--- config.mk ---
export PLATFORM = sky130hd
export DESIGN_NAME = crr_regs
export DESIGN_NICKNAME = d
export VERILOG_FILES = /design/src/core/crr_pkg.sv /design/src/core/crr_coord_reg.sv /design/src/core/crr_rtn_reg.sv /design/src/core/crr_regs.sv
export SDC_FILE = /design/constraint.sdc
export NUM_CORES = 1
export LEC_CHECK = 0
export ABC_AREA = 1
export BUFFER_PORTS_ARGS = -buffer_cell sky130_fd_sc_hd__buf_4
export CORE_ASPECT_RATIO = 0.75
export CORE_MARGIN = 3
export CORE_UTILIZATION = 30
export CTS_CLUSTER_SIZE = 28
export DETAILED_ROUTE_END_ITERATION = 12
export GPL_ROUTABILITY_DRIVEN = 0
export PLACE_DENSITY = 0.54
export RECOVER_POWER = 25
export SLEW_MARGIN = 10
export SYNTH_ARGS = -nofsm -noshare
export SYNTH_HDL_FRONTEND = slang
export SYNTH_SLANG_ARGS = --single-unit
--- constraint.sdc ---
create_clock -name CLK_IN -period 1.7 [get_ports CLK_IN]
set_input_delay 0.17 -clock CLK_IN [delete_from_list [all_inputs] [get_ports CLK_IN]]
set_output_delay 0.17 -clock CLK_IN [all_outputs]
set_load 0.03 [all_outputs]
--- src/core/crr_pkg.sv ---
// constants for the clip limit and return address register bank
package crr_pkg;
	// apb byte offsets of the registers
	localparam logic [7:0] OFS_USER_MIN_X = 8'h00;
	localparam logic [7:0] OFS_USER_MIN_Y = 8'h04;
	localparam logic [7:0] OFS_USER_MAX_X = 8'h08;
	localparam logic [7:0] OFS_USER_MAX_Y = 8'h0C;
	localparam logic [7:0] OFS_SYS_MAX_X = 8'h10;
	localparam logic [7:0] OFS_SYS_MAX_Y = 8'h14;
	localparam logic [7:0] OFS_RTN_HIGH = 8'h18;
	localparam logic [7:0] OFS_RTN_LOW = 8'h1C;
	// decoded register index, also the drawing-side coordinate select
	localparam logic [3:0] IDX_USER_MIN_X = 4'h0;
	localparam logic [3:0] IDX_USER_MIN_Y = 4'h1;
	localparam logic [3:0] IDX_USER_MAX_X = 4'h2;
	localparam logic [3:0] IDX_USER_MAX_Y = 4'h3;
	localparam logic [3:0] IDX_SYS_MAX_X = 4'h4;
	localparam logic [3:0] IDX_SYS_MAX_Y = 4'h5;
	localparam logic [3:0] IDX_RTN_HIGH = 4'h6;
	localparam logic [3:0] IDX_RTN_LOW = 4'h7;
	localparam logic [3:0] IDX_NONE = 4'hF;
	localparam int NUM_COORD = 6;
	// field layouts
	localparam int COORD_W = 13;
	localparam int RETURN_ADDRESS_HIGH_W = 7;
	localparam int RETURN_ADDRESS_HIGH_LSB = 0;
	localparam int RETURN_ADDRESS_LOW_W = 15;
	localparam int RETURN_ADDRESS_LOW_LSB = 1;
	localparam int RADDR_W = 23;
	// values after reset of the bus slave
	localparam logic [31:0] PRDATA_RST = 32'h0000_0000;
	localparam logic PREADY_RST = 1'b0;
	localparam logic PSLVERR_RST = 1'b0;
endpackage

--- src/core/crr_coord_reg.sv ---
// one clip coordinate held through reset, loaded by the drawing logic
`timescale 1ns/10ps
`default_nettype none
module crr_coord_reg #(
	parameter int W = 13
) (
	// clock
	input wire logic clk_in,
	// load from drawing logic
	input wire logic load_in,
	input wire logic [W-1:0] value_in,
	// held value
	output var logic [W-1:0] value_out
);
	logic [W-1:0] value_r;
	logic [W-1:0] value_nxt;

	// only drawing logic changes it; the bus never does
	always_comb begin
		value_nxt = load_in ? value_in : value_r;
	end

	// no reset on purpose: contents survive a reset
	always_ff @(posedge clk_in) begin
		value_r <= value_nxt;
	end

	assign value_out = value_r;
endmodule
`default_nettype wire

--- src/core/crr_rtn_reg.sv ---
// one return address field, written by software with byte strobes
`timescale 1ns/10ps
`default_nettype none
module crr_rtn_reg #(
	parameter int W = 7,
	parameter int LSB = 0
) (
	// clock
	input wire logic clk_in,
	// bus write
	input wire logic wr_in,
	input wire logic [1:0] strb_in,
	input wire logic [15:0] wdata_in,
	// held field
	output var logic [W-1:0] field_out
);
	logic [W-1:0] field_r;
	logic [W-1:0] field_nxt;

	// each field bit follows the byte lane it sits in
	always_comb begin
		field_nxt = field_r;
		for (int b = 0; b < W; b++) begin
			if (wr_in && strb_in[(LSB + b) / 8]) begin
				field_nxt[b] = wdata_in[LSB + b];
			end
		end
	end

	// no reset: the address is kept through a reset
	always_ff @(posedge clk_in) begin
		field_r <= field_nxt;
	end

	assign field_out = field_r;
endmodule
`default_nettype wire

--- src/core/crr_regs.sv ---
// clip limit and return address register bank on apb
//
// Operation
// RQ1: user clip min x, min y, max x, max y are 16-bit registers readable but not writable.
// RQ2: bits 15 to 13 of every user clip register read as zero.
// RQ3: user clip values are not touched by reset and start undefined.
// RQ4: system clip max x and max y are 16-bit registers readable but not writable.
// RQ5: bits 15 to 13 of both system clip registers read as zero.
// RQ6: system clip values are not touched by reset.
// RQ7: return address high and low are 16-bit registers readable and writable.
// RQ8: address bits 22..16 come from high bits 6..0, bits 15..1 from low bits 15..1.
// RQ9: the return address is a word address, so byte bit 0 is always zero.
// RQ10: software writes zero to high bits 15..7 and low bit 0; those read undefined.
// RQ11: both return address fields keep their contents through reset.
// RQ12: each clip coordinate is a 13-bit unsigned field in bits 12..0 loaded by drawing logic.
//
// Added by the designer: the placing of the registers and register access over APB.
`timescale 1ns/10ps
`default_nettype none
module crr_regs #(
	parameter int ADDR_W = 8
) (
	// clock and reset
	input wire logic CLK_IN,
	input wire logic RST_IN,
	// apb slave
	input wire logic PSEL_IN,
	input wire logic PENABLE_IN,
	input wire logic PWRITE_IN,
	input wire logic [ADDR_W-1:0] PADDR_IN,
	input wire logic [31:0] PWDATA_IN,
	input wire logic [3:0] PSTRB_IN,
	output var logic [31:0] PRDATA_OUT,
	output var logic PREADY_OUT,
	output var logic PSLVERR_OUT,
	// clip load from drawing logic
	input wire logic CLIP_LOAD_IN,
	input wire logic [3:0] CLIP_SEL_IN,
	input wire logic [12:0] CLIP_VALUE_IN,
	// held values toward drawing and display list logic
	output var logic [12:0] USER_MIN_X_OUT,
	output var logic [12:0] USER_MIN_Y_OUT,
	output var logic [12:0] USER_MAX_X_OUT,
	output var logic [12:0] USER_MAX_Y_OUT,
	output var logic [12:0] SYS_MAX_X_OUT,
	output var logic [12:0] SYS_MAX_Y_OUT,
	output var logic [22:0] RETURN_ADDR_OUT
);
	// byte offset to register index; unmapped gives IDX_NONE
	function automatic logic [3:0] dec_index(input logic [ADDR_W-1:0] a);
		logic [7:0] ofs;
		ofs = 8'(a);
		if (ADDR_W > 8 && (a >> 8) != '0) begin
			dec_index = crr_pkg::IDX_NONE;
		end else if (ofs == crr_pkg::OFS_USER_MIN_X) begin
			dec_index = crr_pkg::IDX_USER_MIN_X;
		end else if (ofs == crr_pkg::OFS_USER_MIN_Y) begin
			dec_index = crr_pkg::IDX_USER_MIN_Y;
		end else if (ofs == crr_pkg::OFS_USER_MAX_X) begin
			dec_index = crr_pkg::IDX_USER_MAX_X;
		end else if (ofs == crr_pkg::OFS_USER_MAX_Y) begin
			dec_index = crr_pkg::IDX_USER_MAX_Y;
		end else if (ofs == crr_pkg::OFS_SYS_MAX_X) begin
			dec_index = crr_pkg::IDX_SYS_MAX_X;
		end else if (ofs == crr_pkg::OFS_SYS_MAX_Y) begin
			dec_index = crr_pkg::IDX_SYS_MAX_Y;
		end else if (ofs == crr_pkg::OFS_RTN_HIGH) begin
			dec_index = crr_pkg::IDX_RTN_HIGH;
		end else if (ofs == crr_pkg::OFS_RTN_LOW) begin
			dec_index = crr_pkg::IDX_RTN_LOW;
		end else begin
			dec_index = crr_pkg::IDX_NONE;
		end
	endfunction

	logic [crr_pkg::COORD_W-1:0] coord_q [crr_pkg::NUM_COORD];
	logic [crr_pkg::RETURN_ADDRESS_HIGH_W-1:0] return_address_high_q;
	logic [crr_pkg::RETURN_ADDRESS_LOW_W-1:0] return_address_low_q;
	logic [3:0] setup_idx;
	logic [3:0] access_idx;
	logic setup_phase;
	logic wr_go;
	logic [15:0] rd_word;
	logic [31:0] prdata_r;
	logic [31:0] prdata_nxt;
	logic pready_r;
	logic pready_nxt;
	logic pslverr_r;
	logic pslverr_nxt;

	// coordinates: drawing logic loads them, bus writes never reach them
	for (genvar i = 0; i < crr_pkg::NUM_COORD; i++) begin : g_coord
		crr_coord_reg #(
			.W(crr_pkg::COORD_W)
		) u_coord (
			.clk_in(CLK_IN), // [RQ3] [RQ6] no reset reaches the coordinates
			.load_in(CLIP_LOAD_IN && (CLIP_SEL_IN == 4'(i))), // [RQ12] [RQ1] [RQ4]
			.value_in(CLIP_VALUE_IN),
			.value_out(coord_q[i])
		);
	end

	// bus phase decode
	assign setup_phase = PSEL_IN && !PENABLE_IN;
	assign setup_idx = dec_index(PADDR_IN);
	assign access_idx = dec_index(PADDR_IN);
	// a write lands only at the completing access edge
	assign wr_go = PSEL_IN && PENABLE_IN && pready_r && PWRITE_IN && !pslverr_r;

	// return address fields; reserved bits are simply not stored
	crr_rtn_reg #(
		.W(crr_pkg::RETURN_ADDRESS_HIGH_W),
		.LSB(crr_pkg::RETURN_ADDRESS_HIGH_LSB)
	) u_rtn_high (
		.clk_in(CLK_IN),
		.wr_in(wr_go && access_idx == crr_pkg::IDX_RTN_HIGH), // [RQ7] [RQ11]
		.strb_in(PSTRB_IN[1:0]),
		.wdata_in(PWDATA_IN[15:0]),
		.field_out(return_address_high_q)
	);
	crr_rtn_reg #(
		.W(crr_pkg::RETURN_ADDRESS_LOW_W),
		.LSB(crr_pkg::RETURN_ADDRESS_LOW_LSB)
	) u_rtn_low (
		.clk_in(CLK_IN),
		.wr_in(wr_go && access_idx == crr_pkg::IDX_RTN_LOW), // [RQ7] [RQ11]
		.strb_in(PSTRB_IN[1:0]),
		.wdata_in(PWDATA_IN[15:0]),
		.field_out(return_address_low_q)
	);

	// read value; reserved bits come back as zero, the safe reading of "undefined"
	always_comb begin
		rd_word = 16'h0000;
		if (setup_idx == crr_pkg::IDX_RTN_HIGH) begin
			rd_word = {9'h000, return_address_high_q}; // [RQ8] [RQ10]
		end else if (setup_idx == crr_pkg::IDX_RTN_LOW) begin
			rd_word = {return_address_low_q, 1'b0}; // [RQ8] [RQ10]
		end else if (setup_idx < crr_pkg::IDX_RTN_HIGH) begin
			rd_word = {3'h0, coord_q[setup_idx[2:0]]}; // [RQ2] [RQ5]
		end
	end

	// zero wait: data and ready are set up in the setup cycle
	always_comb begin
		prdata_nxt = prdata_r;
		pready_nxt = 1'b0;
		pslverr_nxt = 1'b0;
		if (setup_phase) begin
			pready_nxt = 1'b1;
			pslverr_nxt = (setup_idx == crr_pkg::IDX_NONE);
			prdata_nxt = PWRITE_IN ? 32'h0000_0000 : {16'h0000, rd_word};
		end
	end

	// bus answer flops are the only ones with a reset
	always_ff @(posedge CLK_IN or posedge RST_IN) begin
		if (RST_IN) begin
			prdata_r <= crr_pkg::PRDATA_RST;
			pready_r <= crr_pkg::PREADY_RST;
			pslverr_r <= crr_pkg::PSLVERR_RST;
		end else begin
			prdata_r <= prdata_nxt;
			pready_r <= pready_nxt;
			pslverr_r <= pslverr_nxt;
		end
	end

	// outputs straight from the holding flops
	assign PRDATA_OUT = prdata_r;
	assign PREADY_OUT = pready_r;
	assign PSLVERR_OUT = pslverr_r;
	assign USER_MIN_X_OUT = coord_q[crr_pkg::IDX_USER_MIN_X[2:0]];
	assign USER_MIN_Y_OUT = coord_q[crr_pkg::IDX_USER_MIN_Y[2:0]];
	assign USER_MAX_X_OUT = coord_q[crr_pkg::IDX_USER_MAX_X[2:0]];
	assign USER_MAX_Y_OUT = coord_q[crr_pkg::IDX_USER_MAX_Y[2:0]];
	assign SYS_MAX_X_OUT = coord_q[crr_pkg::IDX_SYS_MAX_X[2:0]];
	assign SYS_MAX_Y_OUT = coord_q[crr_pkg::IDX_SYS_MAX_Y[2:0]];
	// word address: byte bit 0 tied low
	assign RETURN_ADDR_OUT = {return_address_high_q, return_address_low_q, 1'b0}; // [RQ8] [RQ9]

	// known-value flags for the reset checks: each held value is unknown until
	// its first load, so before that there is nothing for a reset to keep
	logic umy_seen_r;
	logic umy_seen_nxt;
	logic smy_seen_r;
	logic smy_seen_nxt;
	logic return_address_high_seen_r;
	logic return_address_high_seen_nxt;
	logic return_address_low_seen_r;
	logic return_address_low_seen_nxt;

	// set by the first full load or write, then sticky
	always_comb begin
		umy_seen_nxt = umy_seen_r
			|| (CLIP_LOAD_IN && CLIP_SEL_IN == crr_pkg::IDX_USER_MAX_Y);
		smy_seen_nxt = smy_seen_r
			|| (CLIP_LOAD_IN && CLIP_SEL_IN == crr_pkg::IDX_SYS_MAX_Y);
		return_address_high_seen_nxt = return_address_high_seen_r
			|| (wr_go && access_idx == crr_pkg::IDX_RTN_HIGH && PSTRB_IN[0]);
		return_address_low_seen_nxt = return_address_low_seen_r
			|| (wr_go && access_idx == crr_pkg::IDX_RTN_LOW && PSTRB_IN[1:0] == 2'h3);
	end

	// no reset, like the values they follow, so a mid-run reset leaves them set
	always_ff @(posedge CLK_IN) begin
		umy_seen_r <= umy_seen_nxt;
		smy_seen_r <= smy_seen_nxt;
		return_address_high_seen_r <= return_address_high_seen_nxt;
		return_address_low_seen_r <= return_address_low_seen_nxt;
	end

	// setup is always answered at the next edge
	a_ready_next: assert property (@(posedge CLK_IN) disable iff (RST_IN) // [RQ7]
		setup_phase |=> PREADY_OUT ##1 !PREADY_OUT)
		else $error("ready not one cycle after setup");

	// user clip reads carry zero in the reserved bits
	a_user_resv_zero: assert property (@(posedge CLK_IN) disable iff (RST_IN) // [RQ2]
		PSEL_IN && PENABLE_IN && PREADY_OUT && !PWRITE_IN && access_idx < 4'h4
		|-> PRDATA_OUT[15:13] == 3'h0)
		else $error("user clip reserved bits not zero");

	// system clip reads return the held value
	a_sys_read_val: assert property (@(posedge CLK_IN) disable iff (RST_IN) // [RQ5]
		PSEL_IN && PENABLE_IN && PREADY_OUT && !PWRITE_IN
		&& access_idx == crr_pkg::IDX_SYS_MAX_X && !$past(CLIP_LOAD_IN)
		|-> PRDATA_OUT == {19'h00000, SYS_MAX_X_OUT})
		else $error("system clip read wrong");

	// a bus write never moves a user clip coordinate
	a_user_no_write: assert property (@(posedge CLK_IN) disable iff (RST_IN) // [RQ1]
		wr_go && access_idx == crr_pkg::IDX_USER_MIN_X && !CLIP_LOAD_IN
		|=> $stable(USER_MIN_X_OUT))
		else $error("user clip changed by bus write");

	// reset leaves user clip contents alone
	a_user_keep_rst: assert property (@(posedge CLK_IN) // [RQ3]
		RST_IN && !CLIP_LOAD_IN && umy_seen_r |=> $stable(USER_MAX_Y_OUT))
		else $error("user clip changed by reset");

	// reset leaves system clip contents alone
	a_sys_keep_rst: assert property (@(posedge CLK_IN) // [RQ6]
		RST_IN && !CLIP_LOAD_IN && smy_seen_r |=> $stable(SYS_MAX_Y_OUT))
		else $error("system clip changed by reset");

	// drawing load lands in the selected coordinate only
	a_clip_load: assert property (@(posedge CLK_IN) disable iff (RST_IN) // [RQ12]
		CLIP_LOAD_IN && CLIP_SEL_IN == crr_pkg::IDX_SYS_MAX_X
		|=> SYS_MAX_X_OUT == $past(CLIP_VALUE_IN) && $stable(USER_MAX_Y_OUT))
		else $error("clip load missed");

	// low field write reaches address bits 15..1
	a_rtn_low_map: assert property (@(posedge CLK_IN) disable iff (RST_IN) // [RQ8]
		wr_go && access_idx == crr_pkg::IDX_RTN_LOW && PSTRB_IN[1:0] == 2'h3
		|=> RETURN_ADDR_OUT[15:0] == {$past(PWDATA_IN[15:1]), 1'b0})
		else $error("return low not mapped");

	// high field write reaches address bits 22..16
	a_rtn_high_map: assert property (@(posedge CLK_IN) disable iff (RST_IN) // [RQ8]
		wr_go && access_idx == crr_pkg::IDX_RTN_HIGH && PSTRB_IN[0]
		|=> RETURN_ADDR_OUT[22:16] == $past(PWDATA_IN[6:0]))
		else $error("return high not mapped");

	// word address keeps byte bit low
	a_rtn_word: assert property (@(posedge CLK_IN) disable iff (RST_IN) // [RQ9]
		PSEL_IN && PENABLE_IN && PREADY_OUT && !PWRITE_IN
		&& access_idx == crr_pkg::IDX_RTN_LOW |-> PRDATA_OUT[0] == 1'b0)
		else $error("return low bit 0 set");

	// reset leaves the return address alone
	a_rtn_keep_rst: assert property (@(posedge CLK_IN) // [RQ11]
		RST_IN && return_address_high_seen_r && return_address_low_seen_r |=> $stable(RETURN_ADDR_OUT))
		else $error("return address changed by reset");

	// unmapped offsets answer with an error
	a_unmapped_err: assert property (@(posedge CLK_IN) disable iff (RST_IN)
		setup_phase && setup_idx == crr_pkg::IDX_NONE |=> PSLVERR_OUT && PREADY_OUT)
		else $error("unmapped access not flagged");

	// user clip reads return the held value
	a_user_read_val: assert property (@(posedge CLK_IN) disable iff (RST_IN) // [RQ1]
		PSEL_IN && PENABLE_IN && PREADY_OUT && !PWRITE_IN
		&& access_idx == crr_pkg::IDX_USER_MAX_Y && !$past(CLIP_LOAD_IN)
		|-> PRDATA_OUT == {19'h00000, USER_MAX_Y_OUT})
		else $error("user clip read wrong");

	// system clip reads carry zero in the reserved bits
	a_sys_resv_zero: assert property (@(posedge CLK_IN) disable iff (RST_IN) // [RQ5]
		PSEL_IN && PENABLE_IN && PREADY_OUT && !PWRITE_IN
		&& (access_idx == crr_pkg::IDX_SYS_MAX_X || access_idx == crr_pkg::IDX_SYS_MAX_Y)
		|-> PRDATA_OUT[15:13] == 3'h0)
		else $error("system clip reserved bits not zero");

	// a bus write never moves a system clip coordinate
	a_sys_no_write: assert property (@(posedge CLK_IN) disable iff (RST_IN) // [RQ4]
		wr_go && access_idx == crr_pkg::IDX_SYS_MAX_Y && !CLIP_LOAD_IN
		|=> $stable(SYS_MAX_Y_OUT))
		else $error("system clip changed by bus write");

	// high field reads back what the address output holds
	a_rtn_high_back: assert property (@(posedge CLK_IN) disable iff (RST_IN) // [RQ7]
		PSEL_IN && PENABLE_IN && PREADY_OUT && !PWRITE_IN
		&& access_idx == crr_pkg::IDX_RTN_HIGH |-> PRDATA_OUT[6:0] == RETURN_ADDR_OUT[22:16])
		else $error("return high read wrong");

	// low field reads back what the address output holds
	a_rtn_low_back: assert property (@(posedge CLK_IN) disable iff (RST_IN) // [RQ7]
		PSEL_IN && PENABLE_IN && PREADY_OUT && !PWRITE_IN
		&& access_idx == crr_pkg::IDX_RTN_LOW |-> PRDATA_OUT[15:1] == RETURN_ADDR_OUT[15:1])
		else $error("return low read wrong");

	// a lane-0 write leaves the upper lane of the low field alone
	a_rtn_lane_keep: assert property (@(posedge CLK_IN) disable iff (RST_IN) // [RQ7]
		wr_go && access_idx == crr_pkg::IDX_RTN_LOW && PSTRB_IN[1:0] == 2'h1
		|=> RETURN_ADDR_OUT[15:8] == $past(RETURN_ADDR_OUT[15:8])
		&& RETURN_ADDR_OUT[7:1] == $past(PWDATA_IN[7:1]))
		else $error("return low lane write wrong");

	// a refused write leaves the return address alone
	a_err_no_write: assert property (@(posedge CLK_IN) disable iff (RST_IN) // [RQ7]
		PSEL_IN && PENABLE_IN && PREADY_OUT && PWRITE_IN && PSLVERR_OUT
		|=> $stable(RETURN_ADDR_OUT))
		else $error("refused write changed return address");
endmodule
`default_nettype wire

After elaboration in Yosys (flattened, before gate mapping)

Index checks and enable logic that the tools add are counted.

Flip-flop bits (word level): 134
Input port bits: 67
Output and inout port bits: 135
Logic and storage cells: 67

$lt $le $gt $ge: 2
Equality and inequality tests: 15
Muxes and demuxes: 17
Bitwise logic cells: 1
Reduce and logical (&&, ||, !) cells: 20

Operator list:

| operator             | count |
|---|---|
| $mux W16             | 3 |
| $bmux W13 S3         | 1 |
| $mux W13             | 3 |
| $eq A8 B5 Y1 const B | 4 |
| $mux W4              | 8 |
| $eq A4 B3 Y1 const B | 4 |
| $eq A8 B4 Y1 const B | 2 |
| $logic_and A1 B1 Y1  | 16 |
| $eq A4 B2 Y1 const B | 2 |
| $eq A8 B3 Y1 const B | 1 |
| $logic_not A8 Y1     | 1 |
| $eq A4 B1 Y1 const B | 1 |
| $eq A4 B4 Y1 const B | 1 |
| $ge A4 B4 Y1 const B | 1 |
| $logic_not A4 Y1     | 1 |
| $lt A4 B3 Y1 const B | 1 |
| $not A3 Y4           | 1 |
| $logic_not A1 Y1     | 2 |
| $mux W1              | 2 |

Depth between registers and ports, before layout

Word-level depth: 17
Mapped depth: 13
Mapped depth without buffers: 12

Cells and area by module

Synthesis repeated with hierarchy kept, for this count alone.

Cells, all modules: 518
Area, all modules: 5277.6 um^2

Modules (own cells, without submodules):

| module                   | instances | cells each | area each (um^2) | seq. area each (um^2) |
|---|---|---|---|---|
| crr_coord_reg            | 6         | 13         | 390.4            | 390.4 |
| crr_regs                 | 1         | 412        | 2252.2           | 450.4 |
| crr_rtn_reg (u_rtn_low)  | 1         | 19         | 465.4            | 450.4 |
| crr_rtn_reg (u_rtn_high) | 1         | 9          | 217.7            | 210.2 |

Worst setup path before layout

Ideal clock, no wire load.

Kind: input -> register
From: in PADDR_IN[1]
To: reg u_rtn_low.field_r[10] (netlist: u_rtn_low.field_out[10]), enable pin
Arrival time: 1417 ps
Data required time: 1330 ps
Slack: -87 ps
Stages on the path: 6
Buffers on the path: 1
Path through: nor2_4 nand4_2 nor3_4 buf_4 inv_1 nor2_1

Cells in the longest elaborated chain, start to end: 12

Ends and longest elaborated chain:

| element               | line              | RTL |
|---|---|---|
| from (decl)           | crr_regs.sv:30    | `input wire logic [ADDR_W-1:0] PADDR_IN,` |
| $eq A8 B5 Y1          | crr_regs.sv:69    | `end else if (ofs == crr_pkg::OFS_RTN_LOW) begin` |
| $mux W4               | crr_regs.sv:69    |  |
| $mux W4               | crr_regs.sv:67    | `end else if (ofs == crr_pkg::OFS_RTN_HIGH) begin` |
| $mux W4               | crr_regs.sv:65    | `end else if (ofs == crr_pkg::OFS_SYS_MAX_Y) begin` |
| $mux W4               | crr_regs.sv:63    | `end else if (ofs == crr_pkg::OFS_SYS_MAX_X) begin` |
| $mux W4               | crr_regs.sv:61    | `end else if (ofs == crr_pkg::OFS_USER_MAX_Y) begin` |
| $mux W4               | crr_regs.sv:59    | `end else if (ofs == crr_pkg::OFS_USER_MAX_X) begin` |
| $mux W4               | crr_regs.sv:57    | `end else if (ofs == crr_pkg::OFS_USER_MIN_Y) begin` |
| $mux W4 *             | crr_regs.sv:55    | `end else if (ofs == crr_pkg::OFS_USER_MIN_X) begin` |
| $eq A4 B3 Y1 *        | n/a               |  |
| $logic_and A1 B1 Y1 * | n/a               |  |
| $logic_and A1 B1 Y1 * | crr_rtn_reg.sv:24 | `if (wr_in && strb_in[(LSB + b) / 8]) begin` |
| to (signal assigned)  | crr_rtn_reg.sv:32 | `field_r <= field_nxt;` |
| to (decl)             | crr_rtn_reg.sv:17 | `logic [W-1:0] field_r;` |

Mark *: on every way between the ends. The rest lies on a longest branch, timed or not.
A chain may end at the register's enable or synchronous reset.

Worst setup path after layout

From: reg pready_r (netlist: PREADY_OUT)
To: reg u_rtn_low.field_r[3] (netlist: u_rtn_low.field_out[3]), enable pin

Cells in the longest elaborated chain, start to end: 5

Ends and longest elaborated chain:

| element                          | line              | RTL |
|---|---|---|
| from (decl)                      | crr_regs.sv:86    | `logic pready_r;` |
| from (signal assigned)           | crr_regs.sv:160   | `pready_r <= crr_pkg::PREADY_RST;` |
| from (signal assigned)           | crr_regs.sv:164   | `pready_r <= pready_nxt;` |
| $logic_and A1 B1 Y1 (3 in a row) | crr_regs.sv:108   | `assign wr_go = PSEL_IN && PENABLE_IN && pready_r && PWRITE_IN && !pslverr_r;` |
| $logic_and A1 B1 Y1              | n/a               |  |
| $logic_and A1 B1 Y1              | crr_rtn_reg.sv:24 |  |

No other way between the ends.

==> impl_results.md <==
- Clock-pin slew on the worst setup and hold paths: 0.05 ns
- Worst Tran Pin Value: 0.772 ns
- Place WS: -0.0104 ns
- DRT antenna net count: 0
- Avg Cell Area, Syn: about 11 um^2
- Max-slew violation count: 0
- Port Buffer Count: 166
- Layout cells sized above 1: 0.304
- Worst skew pair latency: 0.40 ns
- Initial DRC Count: 270
- Detailed placement HPWL: 11.6 mm
- Post-layout min period: 1.56 ns
- Hold Path Class: in -> reg
- Global-route met2 utilization: 0.258
- Final hold slack: 0.192 ns
- Seq/Total Area, Yosys: 0.673
- Placed cells: 867
- Met1 Use GR: 0.221
- Drt pass-1 iters: 4
- Vias in the first global route: approximately 4200
- Initial antenna violation count: 0
- Vias per cell: 4.44
- Layout area overhead: 45.6%
- Met3 Use GR: 0.0625
- Lkg Pwr: between 3 and 4 nW
- Drt total wl: approximately 15 mm
- RSZ-0062 raised after global routing: false
- Crit path max fanout: 7
- Syn Std Cell Area: 5130 um^2
- Final Hold Violating Endpoints: 0
- Critical Path Sink Type: register
- Yosys cell types: 25
- Worst vdd ir: roughly 580 uV
- Synth Instances: 480
- Global-route wire length before repair: 23.2 mm
- Die ar.: roughly 19000 um^2
- Cell-by-cell trace of the critical path: nand3_1, nor3_1, nand2_1, nor2_2
- WP data arrival: 1.60 ns
- Worst slew margin: 0.486
- Setup slack after layout: ~0.14 ns
- Setup violators final: 0
- Fmax: 0.643 GHz
- Power Density: 914 nW/um^2
- Core area: 16400 um^2
- Final Cycle Share: 0.915
- R2R depth: 4
- CTS tree: yes
- Largest net degree at the start of global routing: 27
- Finished Layout Cells: just over 900
- Final Skew: 0.00656 ns
- Per-cell routed wire length: about 16 um
- Max clock buf depth: 2
- Number of synthesized register bits: 118
- Top-Level Pins: 202
- GR peak layer: met2
- Crit path kind: reg -> reg
- Htree depth: 4
- Post-route cell area: 7470 um^2
- Grt total ovfl: 0
- CTS Sinks: 118
- Status: finished clean
- Die Span Y: around 120 um
- Critical path's slowest cell: nor2_2
- Critical Path RT: 1.74 ns
- # diodes: 0
- Site Rows: 40
- Post_cts resized: 0
- CP max stage delay: 0.41 ns
- Routed via count: 4118
- Cell accounting for the most synthesized area: edfxtp_1
- Ys Warns: 0
- Die Wd: 157 um
- Nets: 773
- Root Buffer: clkbuf_16
- Top cell type's share of synthesized area: 0.585
- Placed cell area: 6730 um^2
- TritonCTS Buffers: 17
- Worst Hold Depth: 5
- Starting density of the core: 0.314
- CP startpoint kind: register
- Drc violations: 0
- # Max-Cap Violations: 0
- Final core utilization: 0.457
- Synth top area cells: edfxtp_1, nand2_1, dfrtp_1
- GRT Total Usage: 0.166
==> final timing paths <==
| kind | startpoint | to | slack [ns] |
|---|---|---|---|
| worst max-delay path | PREADY_OUT | u_rtn_low.field_out[3] | 0.14 |
| worst min-delay path | PWRITE_IN | PRDATA_OUT[0] | 0.19 |
| worst max register to register | PREADY_OUT | u_rtn_low.field_out[3] | 0.14 |
| worst min register to register | PRDATA_OUT[9] | PRDATA_OUT[9] | 0.49 |
| max in group asynchronous | RST_IN | PRDATA_OUT[8] | 0.76 |
| min in group asynchronous | RST_IN | PRDATA_OUT[1] | 0.46 |
==> metal layers <==
layer / up-vias / part of all wire
met2: 182 / 0.45
met5: - / 0
met4: 0 / 0.0059
met1: 1931 / 0.44
met3: 8 / 0.10
li1: 1997 / -
==> per-stage QoR <==
step	TNS [ns]	power, mW
final	0	6.83
after global routing	0	7.11
after CTS	0	6.94
after detailed placement	-0.0712	3.76
after global placement	-0.00919	3.76
after floorplan	-0.288	3.54
==> final cells by class <==
| type | count | area, um^2 |
|---|---|---|
| well taps | 210 | 263 |
| clock inverters | 8 | 58.8 |
| multi-input cells | 305 | 1360 |
| clock buffers | 23 | 448 |
| inverters | 41 | 154 |
| repair buffers | 223 | 1730 |
| flip-flops and latches | 118 | 3450 |
| fillers | 1546 | 8890 |
==> where the power goes <==
group	switching (mW)	internal, mW
registers	0.0282	3.20
logic	0.322	0.191
clock network	1.13	1.96
==> synth_stat cells <==
cell type and instances:
nand2_1 170, edfxtp_1 100, inv_1 38, nor2_1 35, nand3_1 31, buf_4 19, dfrtp_1 18, o21ai_0 13
o21ai_1 13, a21oi_1 6, nand2_2 6, buf_6 4, nor2_4 4, buf_2 3, clkbuf_1 3, inv_2 3
nor3_1 3, buf_1 2, nand4_2 2, nor3_4 2, buf_8 1, conb_1 1, nand3_4 1, nand3b_1 1
nor2_8 1
==> worst max-delay path: cells and delay by family (launching register included) <==
kind	cells	cell delay (ns)
DFF	1	0.37
and+or+nand+nor	4	0.83
==> flip-flops by register name (all words and copies together), names as in the netlist <==
name / cells
g_coord.u_coord.value_out: 78
u_rtn_high.field_out: 7
PRDATA_OUT: 16
PSLVERR_OUT: 1
u_rtn_low.field_out: 15
PREADY_OUT: 1
==> cells in the final DEF, fill, tap and decap left out, types with 12 or more instances in the layout <==
master,synthesis,routed
dfrtp_1,18,18
o21ai_1,13,13
nor2_1,35,33
clkbuf_1,3,24
edfxtp_1,100,100
clkbuf_16,0,17
nand3_1,31,31
conb_1,1,17
nand2_1,170,170
clkbuf_4,0,12
o21ai_0,13,13
buf_4,19,159
dlygate4sd3_1,0,30
inv_1,38,38
==> what timing repair did <==
| item | in CTS | in global routing |
|---|---|---|
| hold buffers | 30 | 0 |
| hold endpoints to repair | 118 | 0 |
| setup buffers | 0 | 0 |
| setup endpoints to repair | 0 | 0 |
==> cell families after synthesis <==
logic type             Yosys count  share of synthesized area
flip-flops                     118                      0.673
buffers and inverters           73                     0.0761
other                            1                   0.000731
AND/OR/NAND/NOR                256                      0.219
AO/OA/AOI/OAI                   32                     0.0312
Power figures use the tool's default switching activity.
